===== src/pkg/timer_two_pkg.sv =====
package timer_two_pkg;

   localparam int ADDR_W = 8;
   localparam int DATA_W = 8;
   localparam int CNT_W = 16;

   // Register offsets in special-function space.
   localparam logic [7:0] OFF_CONTROL = 8'hC8;
   localparam logic [7:0] OFF_MODE = 8'hC9;
   localparam logic [7:0] OFF_RCMP_LO = 8'hCA;
   localparam logic [7:0] OFF_RCMP_HI = 8'hCB;
   localparam logic [7:0] OFF_COUNT_LO = 8'hCC;
   localparam logic [7:0] OFF_COUNT_HI = 8'hCD;
   localparam logic [7:0] OFF_CAP0_LO = 8'hE4;
   localparam logic [7:0] OFF_CAP0_HI = 8'hE5;
   localparam logic [7:0] OFF_CAP1_LO = 8'hE6;
   localparam logic [7:0] OFF_CAP1_HI = 8'hE7;
   localparam logic [7:0] OFF_CAP2_LO = 8'hE8;
   localparam logic [7:0] OFF_CAP2_HI = 8'hE9;

   // Control register fields.
   localparam int CTL_OVF_BIT = 7;
   localparam int CTL_RUN_BIT = 2;
   localparam int CTL_MODE_BIT = 0;

   // Mode register fields.
   localparam int MOD_RELOAD_EN_BIT = 7;
   localparam int MOD_DIV_MSB = 6;
   localparam int MOD_DIV_LSB = 4;
   localparam int MOD_CAP_CLR_BIT = 3;
   localparam int MOD_MATCH_CLR_BIT = 2;
   localparam int MOD_TRIG_MSB = 1;
   localparam int MOD_TRIG_LSB = 0;

   localparam logic [7:0] RESET_BYTE = 8'h00;
   localparam logic [15:0] RESET_COUNT = 16'h0000;
   localparam logic [7:0] READ_UNMAPPED = 8'h00;

   localparam int PRESC_W = 9;

   typedef enum logic [1:0] {
      TRIG_OVERFLOW = 2'b00,
      TRIG_CAPTURE0 = 2'b01,
      TRIG_CAPTURE1 = 2'b10,
      TRIG_CAPTURE2 = 2'b11
   } trigger_t;

   // Prescaler terminal counts (ratio minus one) per divider code.
   function automatic logic [PRESC_W-1:0] div_last(input logic [2:0] code);
      logic [PRESC_W-1:0] r;
      r = 9'h000;
      unique case (code)
         3'b000: r = 9'h000;
         3'b001: r = 9'h003;
         3'b010: r = 9'h00F;
         3'b011: r = 9'h01F;
         3'b100: r = 9'h03F;
         3'b101: r = 9'h07F;
         3'b110: r = 9'h0FF;
         3'b111: r = 9'h1FF;
      endcase
      return r;
   endfunction

endpackage


===== src/core/timer_two.sv =====
// Added by the designer: the plain strobed port.
`timescale 1ns/1ps
// How it works
// - 16-bit up counter from two byte registers.
// - Prescaler divides by 1,4,16,32,64,128,256,512.
// - Counts only while run bit set; otherwise holds except for capture auto-clear or capture-triggered reload.
// - Mode bit 0 reload, 1 compare.
// - Overflow or match sets overflow flag bit 7.
// - Hardware never clears flag; software clears it.
// - Interrupt request when flag, timer and global enables.
// - Reload happens only with reload enable set.
// - Trigger select: overflow or capture channel 0-2.
// - Reload mode capture auto-clear zeroes counter.
// - Compare mode match auto-clear zeroes counter.
// - Reload/compare pair serves as reload or compare.
// - Three capture channels each hold 16-bit value.
// - Control, mode, compare, count reset to zero.
// - Compare mode equality sets overflow flag.
// - Selected reload event loads reload value.
// - With auto-clear, capture only clears, no reload.
// - Capture copies count and sets channel flag.
module timer_two (
   input wire logic clk_i,
   input wire logic rst_n_i,
   input wire logic [timer_two_pkg::ADDR_W-1:0] addr_i,
   input wire logic [timer_two_pkg::DATA_W-1:0] wdata_i,
   input wire logic wr_i,
   input wire logic rd_i,
   output logic [timer_two_pkg::DATA_W-1:0] rdata_o,
   input wire logic [2:0] capture_event_i,
   input wire logic [2:0] capture_flag_clr_i,
   input wire logic timer_irq_en_i,
   input wire logic global_irq_en_i,
   output logic irq_o,
   output logic [2:0] capture_flag_o
);
   import timer_two_pkg::*;

   logic overflow_flag_reg;
   logic run_bit_reg;
   logic mode_select_bit_reg;
   logic [7:0] mode_register_reg;
   logic [7:0] reload_compare_lo_reg;
   logic [7:0] reload_compare_hi_reg;
   logic [7:0] count_low_reg;
   logic [7:0] count_high_reg;
   logic [15:0] count_value;
   logic [15:0] count_next;
   logic [15:0] capture_reg [3];
   logic [PRESC_W-1:0] presc_reg;
   logic tick;
   logic [15:0] reload_value;
   logic overflow_evt;
   logic match_evt;
   logic any_capture;
   logic reload_evt;
   logic trig_capture;
   logic cap_clear;
   logic [2:0] divider_field;
   trigger_t reload_trigger_select;
   logic reload_enable;
   logic capture_auto_clear;
   logic match_auto_clear;
   logic wr_ctl;
   logic wr_mod;
   logic wr_cnt_lo;
   logic wr_cnt_hi;
   logic wr_rcmp_lo;
   logic wr_rcmp_hi;
   logic [PRESC_W-1:0] presc_last;
   logic reload_now;
   logic match_clear_now;
   logic flag_set;
   logic [7:0] control_view;
   logic [7:0] read_mux;

   assign divider_field = mode_register_reg[MOD_DIV_MSB:MOD_DIV_LSB];
   assign reload_trigger_select = trigger_t'(mode_register_reg[MOD_TRIG_MSB:MOD_TRIG_LSB]);
   assign reload_enable = mode_register_reg[MOD_RELOAD_EN_BIT];
   assign capture_auto_clear = mode_register_reg[MOD_CAP_CLR_BIT];
   assign match_auto_clear = mode_register_reg[MOD_MATCH_CLR_BIT];
   assign reload_value = {reload_compare_hi_reg, reload_compare_lo_reg};

   assign wr_ctl = wr_i && (addr_i == OFF_CONTROL);
   assign wr_mod = wr_i && (addr_i == OFF_MODE);
   assign wr_cnt_lo = wr_i && (addr_i == OFF_COUNT_LO);
   assign wr_cnt_hi = wr_i && (addr_i == OFF_COUNT_HI);
   assign wr_rcmp_lo = wr_i && (addr_i == OFF_RCMP_LO);
   assign wr_rcmp_hi = wr_i && (addr_i == OFF_RCMP_HI);

   assign count_value = {count_high_reg, count_low_reg};
   assign presc_last = div_last(divider_field);

   // Prescaler: held at zero while stopped, restarted whenever it reaches the terminal count (ratio minus one).
   always_ff @(posedge clk_i or negedge rst_n_i) begin
      if (!rst_n_i) begin
         presc_reg <= '0;
      end else if (!run_bit_reg) begin
         presc_reg <= '0;
      end else if (presc_reg >= presc_last) begin
         presc_reg <= '0;
      end else begin
         presc_reg <= presc_reg + 9'h001;
      end
   end

   assign tick = run_bit_reg && (presc_reg >= presc_last);

   assign overflow_evt = tick && (count_value == 16'hFFFF);
   assign match_evt = mode_select_bit_reg && (count_value == reload_value);
   assign any_capture = |capture_event_i;

   always_comb begin
      trig_capture = 1'b0;
      unique case (reload_trigger_select)
         TRIG_OVERFLOW: trig_capture = 1'b0;
         TRIG_CAPTURE0: trig_capture = capture_event_i[0];
         TRIG_CAPTURE1: trig_capture = capture_event_i[1];
         TRIG_CAPTURE2: trig_capture = capture_event_i[2];
      endcase
   end

   assign reload_evt = (reload_trigger_select == TRIG_OVERFLOW) ? overflow_evt : trig_capture;
   assign cap_clear = !mode_select_bit_reg && capture_auto_clear && any_capture;
   assign reload_now = !mode_select_bit_reg && reload_enable && reload_evt;
   assign match_clear_now = mode_select_bit_reg && match_auto_clear && match_evt && tick;
   assign flag_set = overflow_evt || match_evt;

   // Counter next value; clearing and reloading outrank plain counting.
   always_comb begin
      count_next = count_value;
      if (cap_clear) begin
         count_next = RESET_COUNT;
      end else if (reload_now) begin
         count_next = reload_value;
      end else if (match_clear_now) begin
         count_next = RESET_COUNT;
      end else if (tick) begin
         count_next = count_value + 16'h0001;
      end
   end

   // Software writes take the byte they address; the other byte follows hardware.
   // A byte written while the counter runs races the increment, so stop it first.
   always_ff @(posedge clk_i or negedge rst_n_i) begin
      if (!rst_n_i) begin
         count_low_reg <= RESET_BYTE;
      end else if (wr_cnt_lo) begin
         count_low_reg <= wdata_i;
      end else begin
         count_low_reg <= count_next[7:0];
      end
   end

   always_ff @(posedge clk_i or negedge rst_n_i) begin
      if (!rst_n_i) begin
         count_high_reg <= RESET_BYTE;
      end else if (wr_cnt_hi) begin
         count_high_reg <= wdata_i;
      end else begin
         count_high_reg <= count_next[15:8];
      end
   end

   // A hardware set wins over a software clear in the same cycle.
   always_ff @(posedge clk_i or negedge rst_n_i) begin
      if (!rst_n_i) begin
         overflow_flag_reg <= 1'b0;
      end else if (flag_set) begin
         overflow_flag_reg <= 1'b1;
      end else if (wr_ctl) begin
         overflow_flag_reg <= wdata_i[CTL_OVF_BIT];
      end
   end

   always_ff @(posedge clk_i or negedge rst_n_i) begin
      if (!rst_n_i) begin
         run_bit_reg <= 1'b0;
         mode_select_bit_reg <= 1'b0;
      end else if (wr_ctl) begin
         run_bit_reg <= wdata_i[CTL_RUN_BIT];
         mode_select_bit_reg <= wdata_i[CTL_MODE_BIT];
      end
   end

   always_ff @(posedge clk_i or negedge rst_n_i) begin
      if (!rst_n_i) begin
         mode_register_reg <= RESET_BYTE;
      end else if (wr_mod) begin
         mode_register_reg <= wdata_i;
      end
   end

   always_ff @(posedge clk_i or negedge rst_n_i) begin
      if (!rst_n_i) begin
         reload_compare_lo_reg <= RESET_BYTE;
      end else if (wr_rcmp_lo) begin
         reload_compare_lo_reg <= wdata_i;
      end
   end

   always_ff @(posedge clk_i or negedge rst_n_i) begin
      if (!rst_n_i) begin
         reload_compare_hi_reg <= RESET_BYTE;
      end else if (wr_rcmp_hi) begin
         reload_compare_hi_reg <= wdata_i;
      end
   end

   // Capture channels latch the count as it stood before this cycle's update.
   for (genvar ch = 0; ch < 3; ch++) begin : g_cap
      logic cap_wr_lo;
      logic cap_wr_hi;

      assign cap_wr_lo = wr_i && (addr_i == OFF_CAP0_LO + 8'(2 * ch));
      assign cap_wr_hi = wr_i && (addr_i == OFF_CAP0_HI + 8'(2 * ch));

      // A software byte write lands after the capture of the same cycle.
      always_ff @(posedge clk_i or negedge rst_n_i) begin
         if (!rst_n_i) begin
            capture_reg[ch] <= RESET_COUNT;
         end else begin
            if (capture_event_i[ch]) begin
               capture_reg[ch] <= count_value;
            end
            if (cap_wr_lo) begin
               capture_reg[ch][7:0] <= wdata_i;
            end
            if (cap_wr_hi) begin
               capture_reg[ch][15:8] <= wdata_i;
            end
         end
      end

      // An event in the same cycle as a clear leaves the flag set.
      always_ff @(posedge clk_i or negedge rst_n_i) begin
         if (!rst_n_i) begin
            capture_flag_o[ch] <= 1'b0;
         end else if (capture_event_i[ch]) begin
            capture_flag_o[ch] <= 1'b1;
         end else if (capture_flag_clr_i[ch]) begin
            capture_flag_o[ch] <= 1'b0;
         end
      end
   end

   always_ff @(posedge clk_i or negedge rst_n_i) begin
      if (!rst_n_i) begin
         irq_o <= 1'b0;
      end else begin
         irq_o <= overflow_flag_reg && timer_irq_en_i && global_irq_en_i;
      end
   end

   assign control_view = {overflow_flag_reg, 4'h0, run_bit_reg, 1'b0, mode_select_bit_reg};

   // Unmapped addresses and the unused control bits read as zero.
   always_comb begin
      read_mux = READ_UNMAPPED;
      unique case (addr_i)
         OFF_CONTROL: read_mux = control_view;
         OFF_MODE: read_mux = mode_register_reg;
         OFF_RCMP_LO: read_mux = reload_compare_lo_reg;
         OFF_RCMP_HI: read_mux = reload_compare_hi_reg;
         OFF_COUNT_LO: read_mux = count_low_reg;
         OFF_COUNT_HI: read_mux = count_high_reg;
         OFF_CAP0_LO: read_mux = capture_reg[0][7:0];
         OFF_CAP0_HI: read_mux = capture_reg[0][15:8];
         OFF_CAP1_LO: read_mux = capture_reg[1][7:0];
         OFF_CAP1_HI: read_mux = capture_reg[1][15:8];
         OFF_CAP2_LO: read_mux = capture_reg[2][7:0];
         OFF_CAP2_HI: read_mux = capture_reg[2][15:8];
         default: read_mux = READ_UNMAPPED;
      endcase
   end

   // Read data stand for the one cycle after the strobe and are zero otherwise.
   always_ff @(posedge clk_i or negedge rst_n_i) begin
      if (!rst_n_i) begin
         rdata_o <= READ_UNMAPPED;
      end else if (rd_i) begin
         rdata_o <= read_mux;
      end else begin
         rdata_o <= READ_UNMAPPED;
      end
   end

endmodule // timer_two


===== config.mk =====
export PLATFORM = sky130hd
export DESIGN_NAME = timer_two
export DESIGN_NICKNAME = d
export VERILOG_FILES = /design/src/pkg/timer_two_pkg.sv /design/src/core/timer_two.sv
export SDC_FILE = /design/constraint.sdc
export NUM_CORES = 1
export LEC_CHECK = 0
export ABC_AREA = 1
export BUFFER_PORTS_ARGS = -buffer_cell sky130_fd_sc_hd__buf_4
export CORE_ASPECT_RATIO = 2
export CORE_UTILIZATION = 35
export DETAILED_ROUTE_END_ITERATION = 10
export HOLD_SLACK_MARGIN = 0.08
export SYNTH_ARGS = -nofsm -noshare
export SYNTH_HDL_FRONTEND = slang
export SYNTH_SLANG_ARGS = --single-unit

===== constraint.sdc =====
create_clock -name clk_i -period 6.6 [get_ports clk_i]
set_input_delay 0.66 -clock clk_i [delete_from_list [all_inputs] [get_ports clk_i]]
set_output_delay 0.66 -clock clk_i [all_outputs]
set_load 0.1 [all_outputs]

Yosys cells after proc, flatten, opt, wreduce, memory -nomap -nowiden
Memories as Yosys holds them, arrays and structs flattened. Cells that the tools add are included.

Register bits after elaboration: 112. Memories: 1. Input bits: 28. Word-level logic and storage cells: 110. Output and inout bits: 12. ROM bits: 72.

Memories: (name not given) (depth 8, width 9, read ports 1, clocked after Yosys merged registers in 0, wr ports 0, RTL line timer_two_pkg.sv:52) `unique case (code)`.

Equal/unequal tests: 17. Order comparisons: 1. $add $sub $neg: 2. Muxes and demuxes: 29. Reduce and logical (&&, ||, !) cells: 40.

Operator list (count): $mux W16 (7); $eq A8 B8 Y1 const B (12); $pmux W8 S12 (1); $mux W8 (9); $logic_and A1 B1 Y1 (24); $reduce_bool A2 Y1 (10); $mux W9 (2); $add A16 B1 Y16 const B (1); $eq A16 B16 Y1 (1); $eq A16 B16 Y1 const B (1); $reduce_bool A5 Y1 (2); $add A9 B1 Y9 const B (1); $ge A9 B9 Y1 (1); $mux W1 (9); $eq A2 B2 Y1 const B (2); $pmux W1 S3 (1); $reduce_or A3 Y1 (1); $eq A2 B1 Y1 const B (1); $logic_not A2 Y1 (1); $logic_not A1 Y1 (1); $logic_or A1 B1 Y1 (1).

Longest topological paths before layout
Gate-level depths: netlist (run 1). An unclocked memory read counts as a cell.

Word-level depth: 9. Mapped depth: 18. Mapped depth without buffers: 16.

Worst setup path before layout (run 1)
Ideal clock, no wire load.

Path type: reg-to-reg. Start: reg mode_register_reg[6]. End: reg count_high_reg[0]. Stages on the path, launching flop included: 17. Required time: 6480 ps. Library setup time: 120 ps. Arrival time: 2143 ps. Path slack: 4337 ps. Clock period less this slack: 2263 ps. Cells stage by stage: dfrtp_1 -> clkbuf_1 -> nor3_1 -> inv_1 -> ha_1 -> inv_1 -> nor2_1 -> nand3_1 -> nand3_1 -> nor2_1 -> nor2_2 -> inv_1 -> o31ai_2 -> nor2_4 -> clkinv_2 -> nor2_1 -> a21oi_2.

Word-level cells in the longest chain between the ends: 9.

Ends and longest elaborated chain: from (decl) (RTL line timer_two.sv:42) `logic [7:0] mode_register_reg;`; from (signal assigned) (RTL line timer_two.sv:190) `mode_register_reg <= wdata_i;`; $mem_v2 Z8 W9 *; $ge A9 B9 Y1 * (RTL line timer_two.sv:107) `assign tick = run_bit_reg && (presc_reg >= presc_last);`; $logic_and A1 B1 Y1 * (RTL line timer_two.sv:107); $logic_and A1 B1 Y1 (RTL line timer_two.sv:109) `assign overflow_evt = tick && (count_value == 16'hFFFF);`; $mux W1 (RTL line timer_two.sv:123) `assign reload_evt = (reload_trigger_select == TRIG_OVERFLOW) ? overflow_evt : trig_capture;`; $logic_and A1 B1 Y1 (RTL line timer_two.sv:125) `assign reload_now = !mode_select_bit_reg && reload_enable && reload_evt;`; $mux W16 (RTL line timer_two.sv:134) `end else if (reload_now) begin`; $mux W16 (RTL line timer_two.sv:132) `if (cap_clear) begin`; $mux W8 (RTL line timer_two.sv:158) `end else if (wr_cnt_hi) begin`; to (signal assigned) (RTL line timer_two.sv:159) `count_high_reg <= wdata_i;`; to (signal assigned) (RTL line timer_two.sv:161) `count_high_reg <= count_next[15:8];`; to (decl) (RTL line timer_two.sv:46) `logic [7:0] count_high_reg;`.

Every way passes the cells marked *; elsewhere a longest branch is shown, timed or not. A chain may end at the register's enable or synchronous reset.

Final worst setup path (run 1)
Start: reg mode_register_reg[6]. End: reg count_low_reg[6].

Word-level cells in the longest chain between the ends: 9.

Ends and longest elaborated chain: $mem_v2 Z8 W9 *; $ge A9 B9 Y1 * (RTL line timer_two.sv:107); $logic_and A1 B1 Y1 * (RTL line timer_two.sv:107); $logic_and A1 B1 Y1 (RTL line timer_two.sv:109); $mux W1 (RTL line timer_two.sv:123); $logic_and A1 B1 Y1 (RTL line timer_two.sv:125); $mux W16 (RTL line timer_two.sv:134); $mux W16 (RTL line timer_two.sv:132); $mux W8 (RTL line timer_two.sv:148) `end else if (wr_cnt_lo) begin`; to (signal assigned) (RTL line timer_two.sv:149) `count_low_reg <= wdata_i;`; to (signal assigned) (RTL line timer_two.sv:151) `count_low_reg <= count_next[7:0];`; to (decl) (RTL line timer_two.sv:45) `logic [7:0] count_low_reg;`.

Marked as above.

==> results of run 1 <==
[layer usage]
layer / vias up / share of wire, % / track usage, % / routed length [um]
li1: 3199 / - / - / -
met1: 3264 / 35 / 29.3 / 9490
met2: 263 / 53 / 47.9 / 14200
met3: 100 / 4.2 / 3.82 / 1120
met4: 0 / 7.8 / 20.6 / 2110
met5: - / 0 / 0 / 0
[layout by cell type (no fill, tap or decap), types with 16 or more instances in the layout]
| cell | Yosys | routed |
|---|---|---|
| sky130_fd_sc_hd__nand2_1 | 199 | 199 |
| sky130_fd_sc_hd__inv_1 | 139 | 139 |
| sky130_fd_sc_hd__nand3_1 | 115 | 115 |
| sky130_fd_sc_hd__dfrtp_1 | 112 | 112 |
| sky130_fd_sc_hd__nor2_1 | 101 | 101 |
| sky130_fd_sc_hd__buf_4 | 4 | 42 |
| sky130_fd_sc_hd__o21ai_0 | 41 | 41 |
| sky130_fd_sc_hd__o221ai_1 | 40 | 40 |
| sky130_fd_sc_hd__o22ai_1 | 32 | 32 |
| sky130_fd_sc_hd__a21oi_1 | 17 | 17 |
| sky130_fd_sc_hd__xor2_1 | 16 | 16 |
[cells by family after synthesis]
logic type | Yosys count | synth area share [%]
buffers and inverters | 192 | 11.0
AO/OA/AOI/OAI | 158 | 15.3
AND/OR/NAND/NOR | 467 | 29.8
adder cells (fa/ha/maj) | 11 | 1.96
XOR/XNOR | 17 | 2.12
flip-flops | 112 | 39.8
[metrics by stage]
stage | cell area [um2] | power (mW) | setup slack (ps) | utilization (%)
finish | 7760 | 2.48 | 3800 | 39.2
global placement | 7460 | 1.88 | 3930 | 37.6
global route | 7760 | 2.62 | 3480 | 39.2
floorplan | 7040 | 1.60 | 4340 | -
detailed placement | 7460 | 1.88 | 3860 | 37.6
CTS | 7760 | 2.47 | 3840 | 39.2
[power breakdown]
group          switching [mW]  internal (mW)
Sequential              0.237          0.820
Clock                   0.290          0.300
Combinational           0.541          0.295
[final cells by class]
type                            count  area share, %
Tap cell                          262           4.22
Multi-Input combinational cell    653           44.6
Timing Repair Buffer               42           4.06
Clock inverter                      7          0.999
Sequential cell                   112           36.1
Clock buffer                        9           2.90
Inverter                          146           7.08
[how the worst max path moves through the flow]
stage               depth (start not counted)                              from                       endpoint
CTS                                        14  mode_register_reg[6]$_DFFE_PN0P_   count_low_reg[6]$_DFFE_PN0P_
global route                               13  mode_register_reg[6]$_DFFE_PN0P_   count_low_reg[6]$_DFFE_PN0P_
global placement                           14  mode_register_reg[6]$_DFFE_PN0P_   count_low_reg[5]$_DFFE_PN0P_
detailed placement                         14  mode_register_reg[6]$_DFFE_PN0P_   count_low_reg[6]$_DFFE_PN0P_
finish                                     14  mode_register_reg[6]$_DFFE_PN0P_   count_low_reg[6]$_DFFE_PN0P_
floorplan                                  16  mode_register_reg[6]$_DFFE_PN0P_  count_high_reg[0]$_DFFE_PN0P_
==> impl_metrics.toml, run 1 <==
[layout]
final_cell_count_no_fill = 1231
antenna_cells_inserted = 0
multi_input_combinational_cell_area_mm2 = 0.00346
largest_register_ff_count = 48
layout-drive-gt1-share_pct = 9.91
area.sequential_mm2 = 0.00280
fillers = 2125
area_growth_syn_to_layout_pct = 10.3
fin_nets = 1003

[synthesis]
synth_common_cells = "199 x sky130_fd_sc_hd__nand2_1, 139 x sky130_fd_sc_hd__inv_1, 115 x sky130_fd_sc_hd__nand3_1, 112 x sky130_fd_sc_hd__dfrtp_1, 101 x sky130_fd_sc_hd__nor2_1"
synth_instances = 957
number_of_enable_type_register_cells_in_the_synthesized_netlist = 0
postSynth.asyncResetShare_pct = 100
synth-main-ff-cell = "sky130_fd_sc_hd__dfrtp_1"
syn-num-nets = 996
synth_top_area_cell = "sky130_fd_sc_hd__dfrtp_1"
mappedNetlistArea_mm2 = 0.00704
yosys_warnings = 0
postSynthRegisterBits = 112
share_of_synthesized_area_occupied_by_flip_flops_and_latches_pct = 39.8
synth_top_area_share_pct = 39.8
synth.area.top_cells = "sky130_fd_sc_hd__dfrtp_1 40%, sky130_fd_sc_hd__nand2_1 11%, sky130_fd_sc_hd__nand3_1 8.2%, sky130_fd_sc_hd__inv_1 7.4%, sky130_fd_sc_hd__nor2_1 5.4%"
post-synth-top-count-cell = "sky130_fd_sc_hd__nand2_1"
syn-mean-instance-area_um2 = 7.36
yosysUniqueCellTypes = 43

[worst_setup_path]
regToRegStartpoint = "mode_register_reg[6]$_DFFE_PN0P_"
critPathCaptureType = "flip-flop"
critical_path_peak_fanout = 13
startpoint_type = "flip-flop"
crit_family = "simple AND/OR/NAND/NOR gates"
register_to_register_setup_slack_ps = 3800
timing.critical_path.buf_inv = 2
data_required_time_of_the_critical_path_ps = 6860
arrival_ps = 3060
worst_setup_path_class = "reg2reg"
worst_r2r_endpoint = "count_low_reg[6]$_DFFE_PN0P_"
cp_slowest_stage_delay_ps = 560
cp_common_cell = "sky130_fd_sc_hd__nand3_1"
cp_cell_sequence = "nor3_1, inv_1, ha_1, inv_1, nor2_1, nand3_1, nand3_1, nor2_1, nor2_2, nand3_1, nand2_1, nand2_1, nand3_1, a21oi_2"
slowest_stage = "sky130_fd_sc_hd__nand3_1"
r2r_worst_path_depth = 14

[sta]
grt_setup_unrepaired = "false"
clock_skew_ps = 11.6
fin_hold_ws_ps = 280
timing_hold_violations_final = 0
setup_viol = 0
final_sum_of_negative_setup_slack_ps = 0
post_layout_minimum_cycle_time_ps = 2800
timing.final.crit_share_pct = 42.4
slew_viol_final = 0
fmaxAchievable_ghz = 0.357
max-slew-margin-rel_pct = 39.8
pin_slew_with_the_least_headroom_to_its_limit_ps = 903

[routing]
detail_route.iter0.violations = 462
final_antenna_violating_net_count = 0
via_count = 6826
drtPass1Iterations = 5
drt-vias-per-instance = 5.55
remaining_drc_errors = 0
avgRoutedWirePerCell_um = 21.8
wl_um = 26900

[power_and_ir_drop]
p_per_area_mw_per_mm2 = 320
static_leakage_nw = 3.94
ir_drop_v = 0.000124

[global_routing]
antenna_found_initial = 0
gr-usage-all-layers_pct = 27.5
grt_pass1_vias = 6833
globalRoute.totalOverflow = 0
pin_count_of_the_biggest_net_entering_global_routing = 72
wire_length_of_the_first_global_routing_pass_um = 40700

[place]
routabilityCongestion = 1.04
placed_cells_incl_taps = 1215
place.detailed.hpwl_um = 20100
numPortBuffers = 39

[floorplanning]
die-area_mm2 = 0.0207
chipHeight_um = 203
initial_standard_cell_utilization_of_the_core_pct = 35.5
fp.dieW_um = 102
placement_rows = 73
io_pins = 40
core_mm2 = 0.0198

[flow_run]
cap_viol_max_count = 0

[clock_tree]
post_cts_resized = 0
clk_root_buffer_cell = "sky130_fd_sc_hd__clkbuf_16"
htree_levels = 3
cts_buf_count = 9
clock_tree_from_tritoncts = "built"
cts_num_sinks = 112
cts_hold_buffers = 0
cts.clk_slew.worst_paths_ps = 80
ctsLongestPathBuffers = 2
worst_skew_pair.late_latency_ps = 380
post_cts_buffers = 0

[hold_path]
timing.hold.worst.class = "in2async"

[status]
outcome = "finished clean"
(Power assumes the default switching activity.)
==> run 2, diff against run 1 <==
- clock period: 6.6 -> 2.95 ns (I/O delays scaled with it)
==> run 2 against run 1 <==
Count of clock-buffer cells in the layout up 1. Clock power grew 110%. Final area grew 1.4%. Largest power group unchanged. Highest routed layer unchanged.
==> impl_metrics.toml, run 2 (synthesis results as in run 1) <==
[clock_tree]
ctsLongestPathBuffers = 2
cts.clk_slew.worst_paths_ps = 80
clk_root_buffer_cell = "sky130_fd_sc_hd__clkbuf_16"
post_cts_resized = 0
worst_skew_pair.late_latency_ps = 380
cts_buf_count = 9
clock_tree_from_tritoncts = "built"
cts_num_sinks = 112
htree_levels = 3

[power_and_ir_drop]
intPower_mw = 3.15
seq_power_share_pct = 39.9
power.total_mw = 5.57
sw_frac_of_total_pct = 43.5
ir_drop_v = 0.000285
static_leakage_nw = 3.99
p_per_area_mw_per_mm2 = 709
pwr-share-clk_pct = 21.9
pwr-share-comb_pct = 38.2
switching_power_mw = 2.42

[floorplanning]
placement_rows = 73
io_pins = 40
die-area_mm2 = 0.0207
core_mm2 = 0.0198
chipHeight_um = 203
fp.dieW_um = 102
initial_standard_cell_utilization_of_the_core_pct = 35.5

[layout]
layout-drive-gt1-share_pct = 11.1
final_common_cell = "sky130_fd_sc_hd__nand2_1"
largest_register_ff_count = 48
layout.cells.most_common_list = "199 x sky130_fd_sc_hd__nand2_1, 139 x sky130_fd_sc_hd__inv_1, 115 x sky130_fd_sc_hd__nand3_1"
antenna_cells_inserted = 0
area_growth_syn_to_layout_pct = 11.8
fin_nets = 1018

[routing]
remaining_drc_errors = 0
detail_route.iter0.violations = 447
drt-vias-per-instance = 5.53
avgRoutedWirePerCell_um = 22.0
wl_um = 27400
via_count = 6893
drtPass1Iterations = 5
final_antenna_violating_net_count = 0

[worst_setup_path]
data_required_time_of_the_critical_path_ps = 3220
slowest_stage = "sky130_fd_sc_hd__dfrtp_1"
worst_setup_path_class = "reg2reg"
critPathCaptureType = "flip-flop"
cp_cell_sequence = "nor3_1, inv_1, ha_1, inv_1, nor2_1, nand3_1, nand3_1, nor2_1, nor2_2, inv_1, o31ai_2, nor2_4, clkinv_2, nor2_1, a21oi_2"
arrival_ps = 2890
cp_slowest_stage_delay_ps = 460
register_to_register_setup_slack_ps = 330
timing.critical_path.buf_inv = 4
critical_path_peak_fanout = 9
crit_family = "simple AND/OR/NAND/NOR gates"
startpoint_type = "flip-flop"

[status]
outcome = "finished clean"

[sta]
fin_hold_ws_ps = 101
post_layout_minimum_cycle_time_ps = 2620
timing.final.crit_share_pct = 88.9
clock_skew_ps = 10.2
setup_viol = 0
final_sum_of_negative_setup_slack_ps = 0
timing_hold_violations_final = 0
fmaxAchievable_ghz = 0.381
max-slew-margin-rel_pct = 46.7
slew_viol_final = 0
setup_slack_ps = 327
pin_slew_with_the_least_headroom_to_its_limit_ps = 798
grt_setup_unrepaired = "false"

[place]
numPortBuffers = 39
routabilityCongestion = 1.04
place.detailed.hpwl_um = 20800
setup_slack_at_placement_ps = 340

[global_routing]
globalRoute.totalOverflow = 0
pin_count_of_the_biggest_net_entering_global_routing = 69
gr-usage-all-layers_pct = 27.8
grt_pass1_vias = 6919
wire_length_of_the_first_global_routing_pass_um = 40900
antenna_found_initial = 0

[flow_run]
cap_viol_max_count = 0

[hold_path]
timing.hold.worst.class = "in2reg"
## run 2: power groups by stage
stage	Clock (mW)	Sequential, mW	Combinational [mW]
after global placement	0	2.24	2.07
after global routing	1.29	2.24	2.32
after floorplan	0	2.00	1.59
final	1.22	2.22	2.13
after detailed placement	0	2.24	2.08
after CTS	1.24	2.21	2.09
## run 2: cell type report
| type | instances | area, um2 |
|---|---|---|
| fill | 2135 | 12000 |
| inverter | 146 | 549 |
| tap | 262 | 328 |
| clock buffer | 10 | 229 |
| clock inverter | 6 | 51.3 |
| timing repair buffer | 57 | 443 |
| sequential | 112 | 2800 |
| multi-input combinational | 653 | 3460 |
## run 2: metal layers
metal  track usage (%)  up-vias  wire (um)
met1              28.5     3274       9540
met4              21.5        0       2230
met3              4.27      115       1300
met5                 0        -          0
li1                  -     3232          -
met2              49.1      272      14300
## run 2: final timing paths
kind,cells after the start,startpoint,end
min in group asynchronous,2,rst_n_i,capture_reg[32]$_DFFE_PN0P_
max in group asynchronous,3,rst_n_i,presc_reg[1]$_DFF_PN0_
worst max register to register,15,mode_register_reg[6]$_DFFE_PN0P_,count_high_reg[3]$_DFFE_PN0P_
worst min register to register,1,presc_reg[0]$_DFF_PN0_,presc_reg[0]$_DFF_PN0_
worst min-delay path,2,capture_flag_clr_i[0],capture_flag_o[0]$_DFFE_PN0P_
worst max-delay path,15,mode_register_reg[6]$_DFFE_PN0P_,count_high_reg[3]$_DFFE_PN0P_
## run 2: stage by stage
stage          cell area [um2]  instances  util (%)
6_report                  7870       1246      39.7
5_1_grt                   7870       1246      39.7
4_1_cts                   7870       1246      39.7
3_5_place_dp              7580       1229      38.2
3_3_place_gp              7580       1229      38.2
2_1_floorplan             7040        957         -
## run 2: worst register-to-register path: cells and delay by family (launching register included)
kind,cells,cell delay (ps)
buffers and inverters,4,410
AND/OR/NAND/NOR,8,1170
flip-flops,1,460
adder cells (fa/ha/maj),1,280
AO/OA/AOI/OAI,2,180
## run 2: repair_timing
item / in CTS / in global routing
hold buffers: 1 / 0
setup buffers: 0 / 0
hold endpoints to repair: 44 / 0
